$ cat config.mk
export PLATFORM = sky130hd
export DESIGN_NAME = clock_monitor_dco_ctrl
export DESIGN_NICKNAME = d
export VERILOG_FILES = /design/src/logic/clkmon_pkg.sv /design/src/logic/clock_monitor_dco_ctrl.sv
export SDC_FILE = /design/constraint.sdc
export NUM_CORES = 1
export LEC_CHECK = 0
export ABC_AREA = 1
export BUFFER_PORTS_ARGS = -buffer_cell sky130_fd_sc_hd__buf_2
export CELL_PAD_IN_SITES_DETAIL_PLACEMENT = 1
export CELL_PAD_IN_SITES_GLOBAL_PLACEMENT = 1
export CORE_MARGIN = 2
export CORE_UTILIZATION = 41
export CTS_BUF_LIST = sky130_fd_sc_hd__clkbuf_8
export CTS_CLUSTER_SIZE = 14
export DETAILED_ROUTE_END_ITERATION = 8
export GPL_ROUTABILITY_DRIVEN = 1
export PLACE_DENSITY_LB_ADDON = 0.3
export SETUP_SLACK_MARGIN = 0.1
export SYNTH_ARGS = -nofsm -noshare
export SYNTH_HDL_FRONTEND = slang
export SYNTH_SLANG_ARGS = --single-unit
export TNS_END_PERCENT = 5
$ cat constraint.sdc
create_clock -name clk -period 3.65 [get_ports clk]
set_input_delay 0.5475 -clock clk [delete_from_list [all_inputs] [get_ports clk]]
set_output_delay 0.5475 -clock clk [all_outputs]
set_load 0.01 [all_outputs]
$ cat src/logic/clkmon_pkg.sv
package clkmon_pkg;

  // ----------------------------------------------------------------
  // register map
  // ----------------------------------------------------------------
  localparam logic [3:0] ADDR_CTRL = 4'h0;
  localparam logic [3:0] ADDR_DCO  = 4'h4;

  // ----------------------------------------------------------------
  // control register fields
  // ----------------------------------------------------------------
  localparam int BIT_IRQ_EN  = 7;
  localparam int BIT_FAULT   = 6;
  localparam int BIT_MON_EN  = 5;
  localparam int BIT_SRC     = 4;
  localparam int BIT_INT_ON  = 3;
  localparam int BIT_INT_STB = 2;
  localparam int BIT_EXT_ON  = 1;
  localparam int BIT_EXT_STB = 0;

  // ----------------------------------------------------------------
  // dco readback fields
  // ----------------------------------------------------------------
  localparam int DCO_STG_LSB = 0;
  localparam int DCO_DIV_LSB = 8;

  // ----------------------------------------------------------------
  // reset values
  // ----------------------------------------------------------------
  localparam logic       RST_INT_ON = 1'b1;
  localparam logic       RST_EXT_ON = 1'b0;
  localparam logic [7:0] RST_STAGE  = 8'h00;
  localparam logic [3:0] RST_DIV    = 4'h0;

  // ----------------------------------------------------------------
  // oscillator arithmetic
  // ----------------------------------------------------------------
  localparam logic [4:0] RING_BASE   = 5'h11;
  localparam logic [3:0] DIV_MAX     = 4'h9;
  localparam logic [8:0] STEP_FINE   = 9'h001;
  localparam logic [8:0] STEP_COARSE = 9'h020;

  // ----------------------------------------------------------------
  // bus answers
  // ----------------------------------------------------------------
  localparam logic [1:0] RESP_OKAY   = 2'h0;
  localparam logic [1:0] RESP_SLVERR = 2'h2;

endpackage

$ cat src/logic/clock_monitor_dco_ctrl.sv
`timescale 1ns/100ps

// How it works
// monitor enable sets only if both oscillators are on and stable at the write.
// monitor irq enable sets only while monitor enable is already set.
// fault flag bit 6 clears by reading control then writing zero; one keeps it.
// monitor enable stays set when a stable bit later drops.
// on detected loss both clock selects move to the surviving oscillator.
// the fault handler must clear monitor enable after a clock loss.
// software enables clocks, waits stable, switches, enables monitor, then irq.
// software must set the slow crystal option to match the external clock.
// control bits: 7 irq en, 5 mon en, 4 source, 3..0 on/stable pairs.
// oscillator period set only by stage and divider codes, in discrete steps.
// divider is two to the divider code, saturating at nine, divide by 512.
// divider code changes only by carry or borrow of stage arithmetic.
// ring length is 17 plus twice the top three stage bits.
// large error steps stage bit 5, small error steps stage bit 0.
// low five stage bits set how many of 32 cycles run two stages longer.
// apart from the forced switch, source select changes only if the target oscillator is on and stable.
// irq request is high while fault flag and irq enable are both set.
// fault flag sets when monitor is on and an inactivity indication rises.
module clock_monitor_dco_ctrl
  import clkmon_pkg::*;
#(
  parameter int ADDR_W = 4
) (
  // clock and reset
  input  logic              clk,
  input  logic              sys_rst,
  // axi4-lite slave
  input  logic [ADDR_W-1:0] s_axi_awaddr,
  input  logic              s_axi_awvalid,
  output logic              s_axi_awready,
  input  logic [31:0]       s_axi_wdata,
  input  logic [3:0]        s_axi_wstrb,
  input  logic              s_axi_wvalid,
  output logic              s_axi_wready,
  output logic [1:0]        s_axi_bresp,
  output logic              s_axi_bvalid,
  input  logic              s_axi_bready,
  input  logic [ADDR_W-1:0] s_axi_araddr,
  input  logic              s_axi_arvalid,
  output logic              s_axi_arready,
  output logic [31:0]       s_axi_rdata,
  output logic [1:0]        s_axi_rresp,
  output logic              s_axi_rvalid,
  input  logic              s_axi_rready,
  // oscillator status pins
  input  logic              int_stable_in,
  input  logic              ext_stable_in,
  input  logic              int_inactive_in,
  input  logic              ext_inactive_in,
  // loop filter requests
  input  logic              lf_up_in,
  input  logic              lf_down_in,
  input  logic              lf_coarse_in,
  // clock control outputs
  output logic              internal_osc_on,
  output logic              external_osc_on,
  output logic              osc_output_clock_sel,
  output logic              timebase_clock_sel,
  output logic              monitor_irq,
  // digital oscillator outputs
  output logic [7:0]        stage_control,
  output logic [3:0]        divider_control,
  output logic [4:0]        ring_length,
  output logic              ring_long,
  output logic [9:0]        divide_ratio
);

  // ----------------------------------------------------------------
  // helpers
  // ----------------------------------------------------------------
  function automatic logic [3:0] eff_div(input logic [3:0] d);
    eff_div = (d > DIV_MAX) ? DIV_MAX : d;
  endfunction

  function automatic logic [4:0] ring_stages(input logic [2:0] hi);
    ring_stages = RING_BASE + {1'b0, hi, 1'b0};
  endfunction

  // ----------------------------------------------------------------
  // state
  // ----------------------------------------------------------------
  logic [6:0] sync1_r, sync2_r;
  logic       int_off_d_r, ext_off_d_r, up_d_r, dn_d_r;
  logic       irq_en_r, fault_r, mon_en_r, src_r, int_on_r, ext_on_r;
  logic       clr_arm_r, tb_sel_r, irq_r;
  logic [7:0] stage_r;
  logic [3:0] div_r;
  logic [4:0] ring_len_r, acc_r;
  logic       ring_long_r;
  logic [9:0] div_ratio_r;
  logic       bvalid_r, rvalid_r;
  logic [1:0] bresp_r, rresp_r;
  logic [31:0] rdata_r;

  // ----------------------------------------------------------------
  // pin synchronisers
  // ----------------------------------------------------------------
  always_ff @(posedge clk or posedge sys_rst) begin
    if (sys_rst) begin
      sync1_r <= 7'h00;
      sync2_r <= 7'h00;
    end else begin
      sync1_r <= {lf_coarse_in, lf_down_in, lf_up_in, ext_inactive_in,
                  int_inactive_in, ext_stable_in, int_stable_in};
      sync2_r <= sync1_r;
    end
  end

  // a stable report from a switched-off oscillator is stale, so mask it
  wire int_stb  = sync2_r[0] & int_on_r;
  wire ext_stb  = sync2_r[1] & ext_on_r;
  wire int_off  = sync2_r[2];
  wire ext_off  = sync2_r[3];
  wire lf_up    = sync2_r[4];
  wire lf_dn    = sync2_r[5];
  wire lf_crs   = sync2_r[6];
  wire int_rise = int_off & ~int_off_d_r;
  wire ext_rise = ext_off & ~ext_off_d_r;
  wire up_rise  = lf_up & ~up_d_r;
  wire dn_rise  = lf_dn & ~dn_d_r;

  // ----------------------------------------------------------------
  // bus decode
  // ----------------------------------------------------------------
  wire       wr_fire = s_axi_awvalid & s_axi_wvalid & ~bvalid_r;
  wire       wr_hit  = (s_axi_awaddr == ADDR_CTRL) || (s_axi_awaddr == ADDR_DCO);
  wire       wr_ctrl = wr_fire & (s_axi_awaddr == ADDR_CTRL) & s_axi_wstrb[0];
  wire       rd_fire = s_axi_arvalid & ~rvalid_r;
  wire       rd_ctrl = rd_fire & (s_axi_araddr == ADDR_CTRL);
  wire       rd_dco  = rd_fire & (s_axi_araddr == ADDR_DCO);
  wire [7:0] wd      = s_axi_wdata[7:0];

  // ----------------------------------------------------------------
  // control register next values
  // ----------------------------------------------------------------
  wire mon_prereq = int_on_r & ext_on_r & int_stb & ext_stb;
  wire int_ok     = int_on_r & int_stb;
  wire ext_ok     = ext_on_r & ext_stb;
  wire forced_ext = mon_en_r & int_off;
  wire forced_int = mon_en_r & ext_off & ~int_off;
  wire forced     = forced_ext | forced_int;
  wire src_req_ok = wd[BIT_SRC] ? ext_ok : int_ok;
  wire fault_set  = mon_en_r & (int_rise | ext_rise);
  wire fault_clr  = wr_ctrl & ~wd[BIT_FAULT] & clr_arm_r;

  // stability is looked at only on the setting write; later drops are ignored
  wire mon_en_nxt = wr_ctrl ? (wd[BIT_MON_EN] & (mon_en_r | mon_prereq))
                            : mon_en_r;
  wire irq_en_nxt = wr_ctrl ? (wd[BIT_IRQ_EN] & mon_en_r) : irq_en_r;
  // a new loss event wins over a clear in the same cycle
  wire fault_nxt  = fault_set | (fault_r & ~fault_clr);
  wire clr_arm_nxt = (rd_ctrl & fault_r) ? 1'b1 : (fault_clr ? 1'b0 : clr_arm_r);
  wire src_nxt    = forced_ext ? 1'b1 :
                    forced_int ? 1'b0 :
                    (wr_ctrl & src_req_ok) ? wd[BIT_SRC] : src_r;
  // the selected oscillator cannot be switched off underneath the system
  wire int_on_nxt = wr_ctrl ? (wd[BIT_INT_ON] | ~src_nxt) : int_on_r;
  wire ext_on_nxt = wr_ctrl ? (wd[BIT_EXT_ON] | src_nxt) : ext_on_r;
  wire tb_sel_nxt = forced_ext ? 1'b1 : (forced_int ? 1'b0 : ext_on_r);

  wire [7:0] ctrl_view = {irq_en_r, fault_r, mon_en_r, src_r,
                          int_on_r, int_stb, ext_on_r, ext_stb};

  always_ff @(posedge clk or posedge sys_rst) begin
    if (sys_rst) begin
      irq_en_r    <= 1'b0;
      fault_r     <= 1'b0;
      mon_en_r    <= 1'b0;
      src_r       <= 1'b0;
      int_on_r    <= RST_INT_ON;
      ext_on_r    <= RST_EXT_ON;
      clr_arm_r   <= 1'b0;
      tb_sel_r    <= 1'b0;
      irq_r       <= 1'b0;
      int_off_d_r <= 1'b0;
      ext_off_d_r <= 1'b0;
    end else begin
      irq_en_r    <= irq_en_nxt;
      fault_r     <= fault_nxt;
      mon_en_r    <= mon_en_nxt;
      src_r       <= src_nxt;
      int_on_r    <= int_on_nxt;
      ext_on_r    <= ext_on_nxt;
      clr_arm_r   <= clr_arm_nxt;
      tb_sel_r    <= tb_sel_nxt;
      irq_r       <= fault_nxt & irq_en_nxt;
      int_off_d_r <= int_off;
      ext_off_d_r <= ext_off;
    end
  end

  // ----------------------------------------------------------------
  // loop filter arithmetic
  // ----------------------------------------------------------------
  wire [8:0] step   = lf_crs ? STEP_COARSE : STEP_FINE;
  wire [8:0] sum_up = {1'b0, stage_r} + step;
  wire [8:0] sum_dn = {1'b0, stage_r} - step;
  wire       carry  = sum_up[8];
  wire       borrow = sum_dn[8];
  wire       go_up  = up_rise & ~dn_rise;
  wire       go_dn  = dn_rise & ~up_rise;

  // divider moves only on carry or borrow; at either end the stage clamps
  wire [7:0] stage_nxt = go_up ? ((carry & (div_r >= DIV_MAX)) ? 8'hFF : sum_up[7:0]) :
                         go_dn ? ((borrow & (div_r == 4'h0)) ? 8'h00 : sum_dn[7:0]) :
                         stage_r;
  wire [3:0] div_nxt   = (go_up & carry & (div_r < DIV_MAX)) ? div_r + 4'h1 :
                         (go_dn & borrow & (div_r != 4'h0)) ? div_r - 4'h1 :
                         div_r;

  // fine adjust: accumulator carries exactly stage[4:0] times per 32 cycles;
  // the clk stands in for ring cycles, and the top code's divide-by-two is
  // left to the analog ring
  wire [5:0] acc_sum = {1'b0, acc_r} + {1'b0, stage_r[4:0]};

  always_ff @(posedge clk or posedge sys_rst) begin
    if (sys_rst) begin
      stage_r     <= RST_STAGE;
      div_r       <= RST_DIV;
      up_d_r      <= 1'b0;
      dn_d_r      <= 1'b0;
      acc_r       <= 5'h00;
      ring_long_r <= 1'b0;
      ring_len_r  <= RING_BASE;
      div_ratio_r <= 10'h001;
    end else begin
      stage_r     <= stage_nxt;
      div_r       <= div_nxt;
      up_d_r      <= lf_up;
      dn_d_r      <= lf_dn;
      acc_r       <= acc_sum[4:0];
      ring_long_r <= acc_sum[5];
      ring_len_r  <= ring_stages(stage_r[7:5]);
      div_ratio_r <= 10'h001 << eff_div(div_r);
    end
  end

  // ----------------------------------------------------------------
  // bus answers
  // ----------------------------------------------------------------
  always_ff @(posedge clk or posedge sys_rst) begin
    if (sys_rst) begin
      bvalid_r <= 1'b0;
      bresp_r  <= RESP_OKAY;
      rvalid_r <= 1'b0;
      rresp_r  <= RESP_OKAY;
      rdata_r  <= 32'h0000_0000;
    end else begin
      if (wr_fire) begin
        bvalid_r <= 1'b1;
        bresp_r  <= wr_hit ? RESP_OKAY : RESP_SLVERR;
      end else if (s_axi_bready) begin
        bvalid_r <= 1'b0;
      end
      if (rd_fire) begin
        rvalid_r <= 1'b1;
        rresp_r  <= (rd_ctrl | rd_dco) ? RESP_OKAY : RESP_SLVERR;
        rdata_r  <= rd_ctrl ? {24'h000000, ctrl_view} :
                    rd_dco  ? {20'h00000, eff_div(div_r), stage_r} : 32'h0000_0000;
      end else if (s_axi_rready) begin
        rvalid_r <= 1'b0;
      end
    end
  end

  assign s_axi_awready        = wr_fire;
  assign s_axi_wready         = wr_fire;
  assign s_axi_bvalid         = bvalid_r;
  assign s_axi_bresp          = bresp_r;
  assign s_axi_arready        = ~rvalid_r;
  assign s_axi_rvalid         = rvalid_r;
  assign s_axi_rresp          = rresp_r;
  assign s_axi_rdata          = rdata_r;
  assign internal_osc_on      = int_on_r;
  assign external_osc_on      = ext_on_r;
  assign osc_output_clock_sel = src_r;
  assign timebase_clock_sel   = tb_sel_r;
  assign monitor_irq          = irq_r;
  assign stage_control        = stage_r;
  assign divider_control      = div_r;
  assign ring_length          = ring_len_r;
  assign ring_long            = ring_long_r;
  assign divide_ratio         = div_ratio_r;
endmodule // clock_monitor_dco_ctrl

==> results.md, run 1 <==
- The flow ran to the end, and the final reports show no timing, DRC or antenna violations.
- The clock passes through at most 2 buffers.
- The overall overflow remaining after global route is 0.
- Counting instances, the worst hold path has a depth of 1.
- After layout, the worst setup slack is 1.14 ns.
- Buffers placed on the I/O ports in this run total 78.
- The fraction of layout cells with a size suffix above 1 is 26.7%.
- In the routed design, unresolved DRC markers number 0.
- The power density over the cells is 710 nW/um2.
- The repair_antennas step left the layout with diodes totalling 0.
- TritonCTS built the clock tree.
- In this run, post-CTS repair resized a total of 0 instances.
- The post-detailed-route via-to-cell ratio is 4.89.
- The first-pass GRT wire length is 15,100 um.
- Dividing the final minimum period by the clock period gives 68.8%.
- The floorplan die height is 99.7 um.
- Hold is met by 0.292 ns.
- The max-capacitance violation count is 0.
- The number of rows created at floorplan is 34.
- The number of hold-slack violations in the final timing report is 0.
- After synthesis the netlist holds a flip-flop and latch count of 74.
- The number of top-level pins is 132.
- The critical path goes through inv_1, ha_1, ha_1, nand2_2, nor2_4, nand3_2, nand2_4, nand3_2, ha_1, a21oi_1, nand2_1, or2_1, nand3_1, nand2_1.
- The clock latency on the worst-skew pair is 0.36 ns.
- Counting stages on the worst path, the most repeated cell is ha_1.
- The critical path arrival is 2.76 ns.
- The proportion of synthesized flip-flops having asynchronous set or reset is 100%.
- The worst hold path begins at ext_inactive_in.
- Setup repair after global routing left no endpoint under its margin.
- The longest individual stage delay on the worst path is 0.39 ns.
- The number of endpoints failing setup at the final stage is 0.
- Routability-driven placement finished with a final weighted congestion of 0.844.
- Along the worst path, the maximum fanout reaches 4.
- The largest individual stage delay along the critical path comes from the cell dfrtp_1.
- The growth of design area from synthesis to finish is 15.5%.
- The minimum clock period after layout is 2.51 ns.
- After floorplanning, the core was sized to cover 8810 um2.
- For hold timing, the worst endpoint is sync1_r[3].
- The count of hold buffers inserted by post-cts repair is 0.
- The endpoint required time on the critical path is 3.90 ns.
- The root buffer selected by CTS is clkbuf_8.
- The type of the most critical hold path is input pin to flip-flop.
- The most common library cell in the layout ignoring fill and taps is nand2_1.
- Setup total negative slack on the finished layout was measured at 0 ns.
- The number of optimization iterations in the first detailed-route pass is 6.
- Counting every sink on the clock net gives 74.
- The via count of the first global-routing pass was 3,088.
- The total length of routed wires is 9120 um.
- The highest achievable clock rate is 0.398 GHz.
- The setup path with the least slack is of type flip-flop to flip-flop.
- The post-route met1 wirelength is 3890 um.
- For this run, the post-layout net count is 564.
- Global routing used 19.5% of the available tracks across all layers.
- The critical path startpoint category is a flip-flop.
- The die covers 9930 um2.
- For this design the static power due to leakage is 2.35 nW.
- The sum of met2 wire segment lengths after detailed routing is 4730 um.
- The relative slew slack is 37.1%.
- For flop-to-flop paths, the worst setup slack is 1.14 ns.
- The proportion of synthesized chip area in sequential cells is 49.4%.
- The number of clock buffers added by TritonCTS is 9.
- The DRC violation total after the first TritonRoute iteration is 108.
- The total setup buffers inserted after CTS is 0.
- Counting every instance in the synthesized netlist gives 408.
- The origin of the critical flop-to-flop path is sync2_r[6].
- Counting cells, the worst reg-to-reg path comes to 14.
- The wire-length estimate of the detail-placed layout is 6820 um.
- Between clock sinks in the finished design, the worst skew comes to 0.00582 ns.
- The combined area of all synthesized cells is 3750 um2.
- The met3 wire length is 404 um.
- For the pin with the worst max-slew slack, the measured transition is 0.943 ns.
- During synthesis, Yosys emitted a total of 0 warnings.
- The initial antenna violation count is 0.
- The die is 99.7 um wide.
- The clock transition at the registers of the reported paths is 0.09 ns.
- Entering global routing, the biggest net connects 75 pins.
- The H-tree depth reported by CTS is 3.
- The number of different library cells used by synthesis comes to 42.
- The initial utilization of the core area, before any placement, comes to 42.6%.
- The library cells used most frequently in the layout, excluding fill and tap cells, are 98 x nand2_1, 78 x buf_2, 72 x dfrtp_1.
- The worst ir drop on vdd is 0.000354 V.
- The mean instance size in the synthesized netlist is 9.20 um2.
- The post-detailed-route wirelength per cell is 15.2 um.
- The critical path capture point type is a flip-flop.
- The number of max-slew violations in the final report is 0.
- After detailed routing, no signal wire sits above met4.
- Among all flip-flop cells after synthesis, the most frequent one is dfrtp_1.
- The remaining number of nets flagged by the antenna check after routing is 0.
- The routed layout has 2,942 vias.
- The number of synthesized flops with an enable pin is 0.
- The worst-case setup slack after placement is 1.12 ns.
- The destination of the worst register-to-register timing path is divider_control[3].
state kept, by name, indices dropped and copies added, names as in the netlist, 3 cells and up:
register	count
ring_length	3
s_axi_rdata	12
sync1_r	7
divide_ratio	10
acc_r	5
stage_control	8
divider_control	4
sync2_r	7
per-layer routing:
layer / GRT usage (%) / vias to the layer above
li1: - / 1395
met1: 23.8 / 1466
met2: 34.1 / 69
met3: 4.85 / 12
met4: 6.11 / 0
met5: 0 / -
worst max-delay path by stage:
stage | slack [ns] | startpoint | cells past startpoint | to
final | 1.14 | sync2_r[6] | 14 | divider_control[3]
after global routing | 0.88 | sync2_r[6] | 15 | divider_control[3]
after CTS | 1.11 | sync2_r[6] | 14 | divider_control[3]
after global placement | 1.22 | sync2_r[6] | 14 | divider_control[3]
after floorplan | 1.22 | sys_rst | 1 | acc_r[0]
after detailed placement | 1.12 | sync2_r[6] | 14 | divider_control[3]
Yosys cell counts (all sizes together) (3+ instances only):
cell / count / area, um2
nand2: 106 / 438
o221ai: 4 / 35.0
nor2: 33 / 174
nor3: 4 / 30.0
xnor2: 3 / 26.3
a21oi: 11 / 55.1
o211ai: 3 / 22.5
dfrtp: 72 / 1800
nand3: 22 / 143
xor2: 10 / 95.1
inv: 54 / 203
buf: 30 / 238
o21ai: 16 / 80.1
ha: 15 / 188
nand4: 6 / 37.5
area by class of cell:
| class | count | area, um2 |
|---|---|---|
| Multi-Input combinational cell | 269 | 1530 |
| Tap cell | 108 | 135 |
| Sequential cell | 74 | 1850 |
| Fill cell | 1066 | 4470 |
| Clock inverter | 7 | 83.8 |
| Timing Repair Buffer | 79 | 398 |
| Inverter | 56 | 211 |
| Clock buffer | 9 | 124 |
cell families after synthesis:
logic type	Yosys count	synth area share [%]
adder cells (fa/ha/maj)	17	6.07
other	2	0.200
buffers and inverters	87	12.1
AO/OA/AOI/OAI	42	6.77
flip-flops	74	49.4
AND/OR/NAND/NOR	173	22.2
XOR/XNOR	13	3.23
power breakdown:
| part | switching [mW] | internal [mW] | total (mW) |
|---|---|---|---|
| Combinational | 0.724 | 0.455 | 1.18 |
| Sequential | 0.213 | 1.01 | 1.22 |
| Clock | 0.350 | 0.329 | 0.679 |
| Total | 1.29 | 1.79 | 3.08 |
metrics by stage:
step | area, um2 | power, mW | cells | util (%)
global placement | 4130 | 2.35 | 586 | 46.9
floorplan | 3830 | 2.09 | 430 | -
global route | 4330 | 3.33 | 602 | 49.2
CTS | 4330 | 3.12 | 602 | 49.2
detailed placement | 4130 | 2.43 | 586 | 46.9
finish | 4330 | 3.08 | 602 | 49.2
worst max-delay path, delay by kind of cell (launching register included):
| kind | cells | cell delay [ns] |
|---|---|---|
| adder cells (fa/ha/maj) | 3 | 0.76 |
| flip-flops | 1 | 0.39 |
| AO/OA/AOI/OAI | 1 | 0.15 |
| AND/OR/NAND/NOR | 9 | 0.97 |
| buffers and inverters | 1 | 0.11 |
Note: power is estimated with default switching activity, not from simulation.
==> inputs of run 2 (changes only) <==
CORE_UTILIZATION = 34   (was 41)
clock period = 2.3 ns   (was 3.65 ns; I/O delays follow)
==> run 2 against run 1 <==
  * Cell count is 8.6% higher
  * Setup slack worse by 1.0 ns
  * Clock skew rose by 0.0076 ns
  * Critical path depth decreased by 1
  * Non-clock buffer count grew 20
  * Register-to-register slack got worse by 1.0 ns
  * Routed wire length is 0.18% higher
  * Sequential share of layout area fell by 2.4 points
  * Global-route usage fell by 2.8 points
  * Critical endpoint is now divider_control[2]
  * Largest cell class unchanged
==> results.md, run 2 (synthesis results as in run 1) <==
- The run finished with clean final reports.
- The minimum clock period after layout is 2.17 ns (-0.344 ns).
- The number of buffers inserted during clock tree synthesis was 9 (unchanged).
- The static leakage power is 2.46 nW (+4.7%).
- The H-tree depth reported by CTS is 3 (unchanged).
- The aggregate global-route resource usage is 16.7% (-2.8 points).
- The post-route clock skew is 0.0134 ns (+0.00757 ns).
- The number of port buffers came to 78 (unchanged).
- The floorplan die height is 109 um (+9.4%).
- The ratio of final minimum period to clock period came to 94.2% (+25 points).
- The final weighted congestion of routability-driven global placement is 0.813 (-3.6%).
- The highest achievable clock rate is 0.461 GHz (+16%).
- The total length of routed wires was 9140 um (+0.18%).
- Setup repair after global routing could not meet its margin everywhere.
- Clock tree synthesis selected as its root buffer the cell clkbuf_8.
- The first-pass GRT wire length is 15,200 um (+0.64%).
- The fraction of layout cells with a size suffix above 1 is 30.7% (+4.0 points).
- The setup path with the least slack is of type flip-flop to flip-flop.
- The count of hold buffers inserted by post-cts repair is 0 (unchanged).
- The final-stage net count came to 584 (+3.5%).
- The initial core utilization was 34.8% (-7.8 points).
- The number of optimization iterations in the first detailed-route pass is 4 (-2).
- The critical path arrival is 2.40 ns (-0.36 ns).
- The area after detailed placement came to 4310 um2 (+4.5%).
- The critical path startpoint category is a flip-flop.
- The clock transition at the registers of the reported paths is 0.09 ns (about the same).
- Leaving out fill and tap cells, the most frequent cell in the layout is nand2_1.
- The area enclosed by the die boundary is 11,900 um2 (+20%).
- The number of filler cells placed in the layout was 1,294 (+21%).
- The floorplan die width was 109 um (+9.4%).
- The flip-flop count of the largest register after layout came to 12 (unchanged).
- The setup TNS after final layout was 0 ns (unchanged).
- The initial antenna violation count is 0 (unchanged).
- The worst ir drop on vdd is 0.000484 V (+37%).
- The transition time of the tightest slew-check pin is 0.539 ns (-0.404 ns).
- The placed instance count is 633 (+8.0%).
- The post-detailed-route via-to-cell ratio is 4.54 (-7.2%).
- The half-perimeter wire length after placement is 7070 um (+3.7%).
- The via count of the first global-routing pass was 3,110 (+0.71%).
- TritonCTS built the clock tree.
- The total clock sinks is 74 (unchanged).
- The standard cell core area came to 10,800 um2 (+23%).
- The DRC violation count after routing is 0 (unchanged).
- The post-detailed-route wirelength per cell was 14.0 um (-7.8%).
- The maximum buffer depth of the clock tree is 2 (unchanged).
- The DRC violation total after the first TritonRoute iteration is 72 (-33%).
- The remaining number of nets flagged by the antenna check after routing is 0 (unchanged).
- The final non-filler cell total is 654 (+8.6%).
- The maximum net fanout on the critical path came to 3 (-1).
- The power density over the cells is 1100 nW/um2 (+55%).
- Compared with the post-synthesis result, the final layout area differs by 22.3%.
- The type of the most critical hold path is input pin to async pin.
- In the layout the commonest cells are 98 x nand2_1, 78 x buf_2, 72 x dfrtp_1.
- The clock latency on the worst-skew pair is 0.35 ns (about the same).
- The relative slew slack was 64.0% (+27 points).
- The overall overflow remaining after global route is 0 (unchanged).
- The critical path capture point type is a flip-flop.
- The post-route standard cell area excluding fillers is 4590 um2 (+5.9%).
- The endpoint required time on the critical path is 2.53 ns (-1.37 ns).
- The number of rows created at floorplan is 38 (+12%).
- The number of endpoints failing setup at the final stage is 0 (unchanged).
- The final antenna diode count is 0 (unchanged).
- The number of hold-slack violations in the final timing report is 0 (unchanged).
- The number of max-slew violations in the final report was 0 (unchanged).
- The largest net degree at the start of global routing is 53 (-29%).
- The via count is 2,967 (+0.85%).
- The max-capacitance violation count was 0 (unchanged).
- The number of top-level pins is 132 (unchanged).
-- run 2: power breakdown --
group / internal, mW / switching [mW]
clock network: 0.509 / 0.515
registers: 1.60 / 0.155
logic: 0.886 / 1.38
total: 3.00 / 2.06
-- run 2: what timing repair did --
item                                    CTS  global route
setup buffers                             1             4
resized for setup                         6             2
endpoints found under the setup margin    2             1
pin swaps                                 0             6
hold endpoints to repair                  0             0
-- run 2: layer usage --
layer	GRT usage (%)	vias up	share of wire, %
met5	0	-	0
met4	6.68	0	1.3
met3	3.83	11	4.7
met2	28.0	63	50
met1	20.8	1455	44
li1	-	1438	-
-- run 2: worst max-delay path, cell delays in order (launching register included) --
cell and delay, ns:
dfrtp_1 0.40, inv_2 0.10, ha_4 0.15, ha_4 0.14, nand2_4 0.05, nor2_4 0.13, nand3_2 0.09, nand2_4 0.09
nand3_4 0.08, buf_4 0.16, fa_1 0.37, xor2_1 0.17, nand2_1 0.06, o21ai_0 0.07
-- run 2: layout make-up --
cell class	instances	area, um2	area share (%)
Inverter	56	215	4.69
Tap cell	140	175	3.82
Clock buffer	9	124	2.70
Multi-Input combinational cell	269	1580	34.5
Sequential cell	74	1850	40.4
Clock inverter	7	75.1	1.64
Timing Repair Buffer	99	561	12.2
-- run 2: final timing paths --
path	startpoint	to	slack, ns	cells after the start
max	sync2_r[6]	divider_control[2]	0.13	13
min	sys_rst	sync1_r[5]	0.03	2
max reg2reg	sync2_r[6]	divider_control[2]	0.13	13
min reg2reg	sync1_r[3]	sync2_r[3]	0.35	0
max in group asynchronous	sys_rst	internal_osc_on	1.60	3
min in group clk	lf_coarse_in	sync1_r[6]	0.10	1
-- run 2: metrics by stage --
step	setup WS, ns	total power [mW]	util, %	hold slack [ns]
5_1_grt	0.00217	5.49	42.5	0.0567
4_1_cts	0.119	5.11	42.2	0.0340
3_5_place_dp	-0.0549	4.04	39.9	0.336
2_1_floorplan	0.142	3.33	-	0.331
3_3_place_gp	0.0292	3.92	39.9	0.332
6_report	0.133	5.05	42.5	0.0326
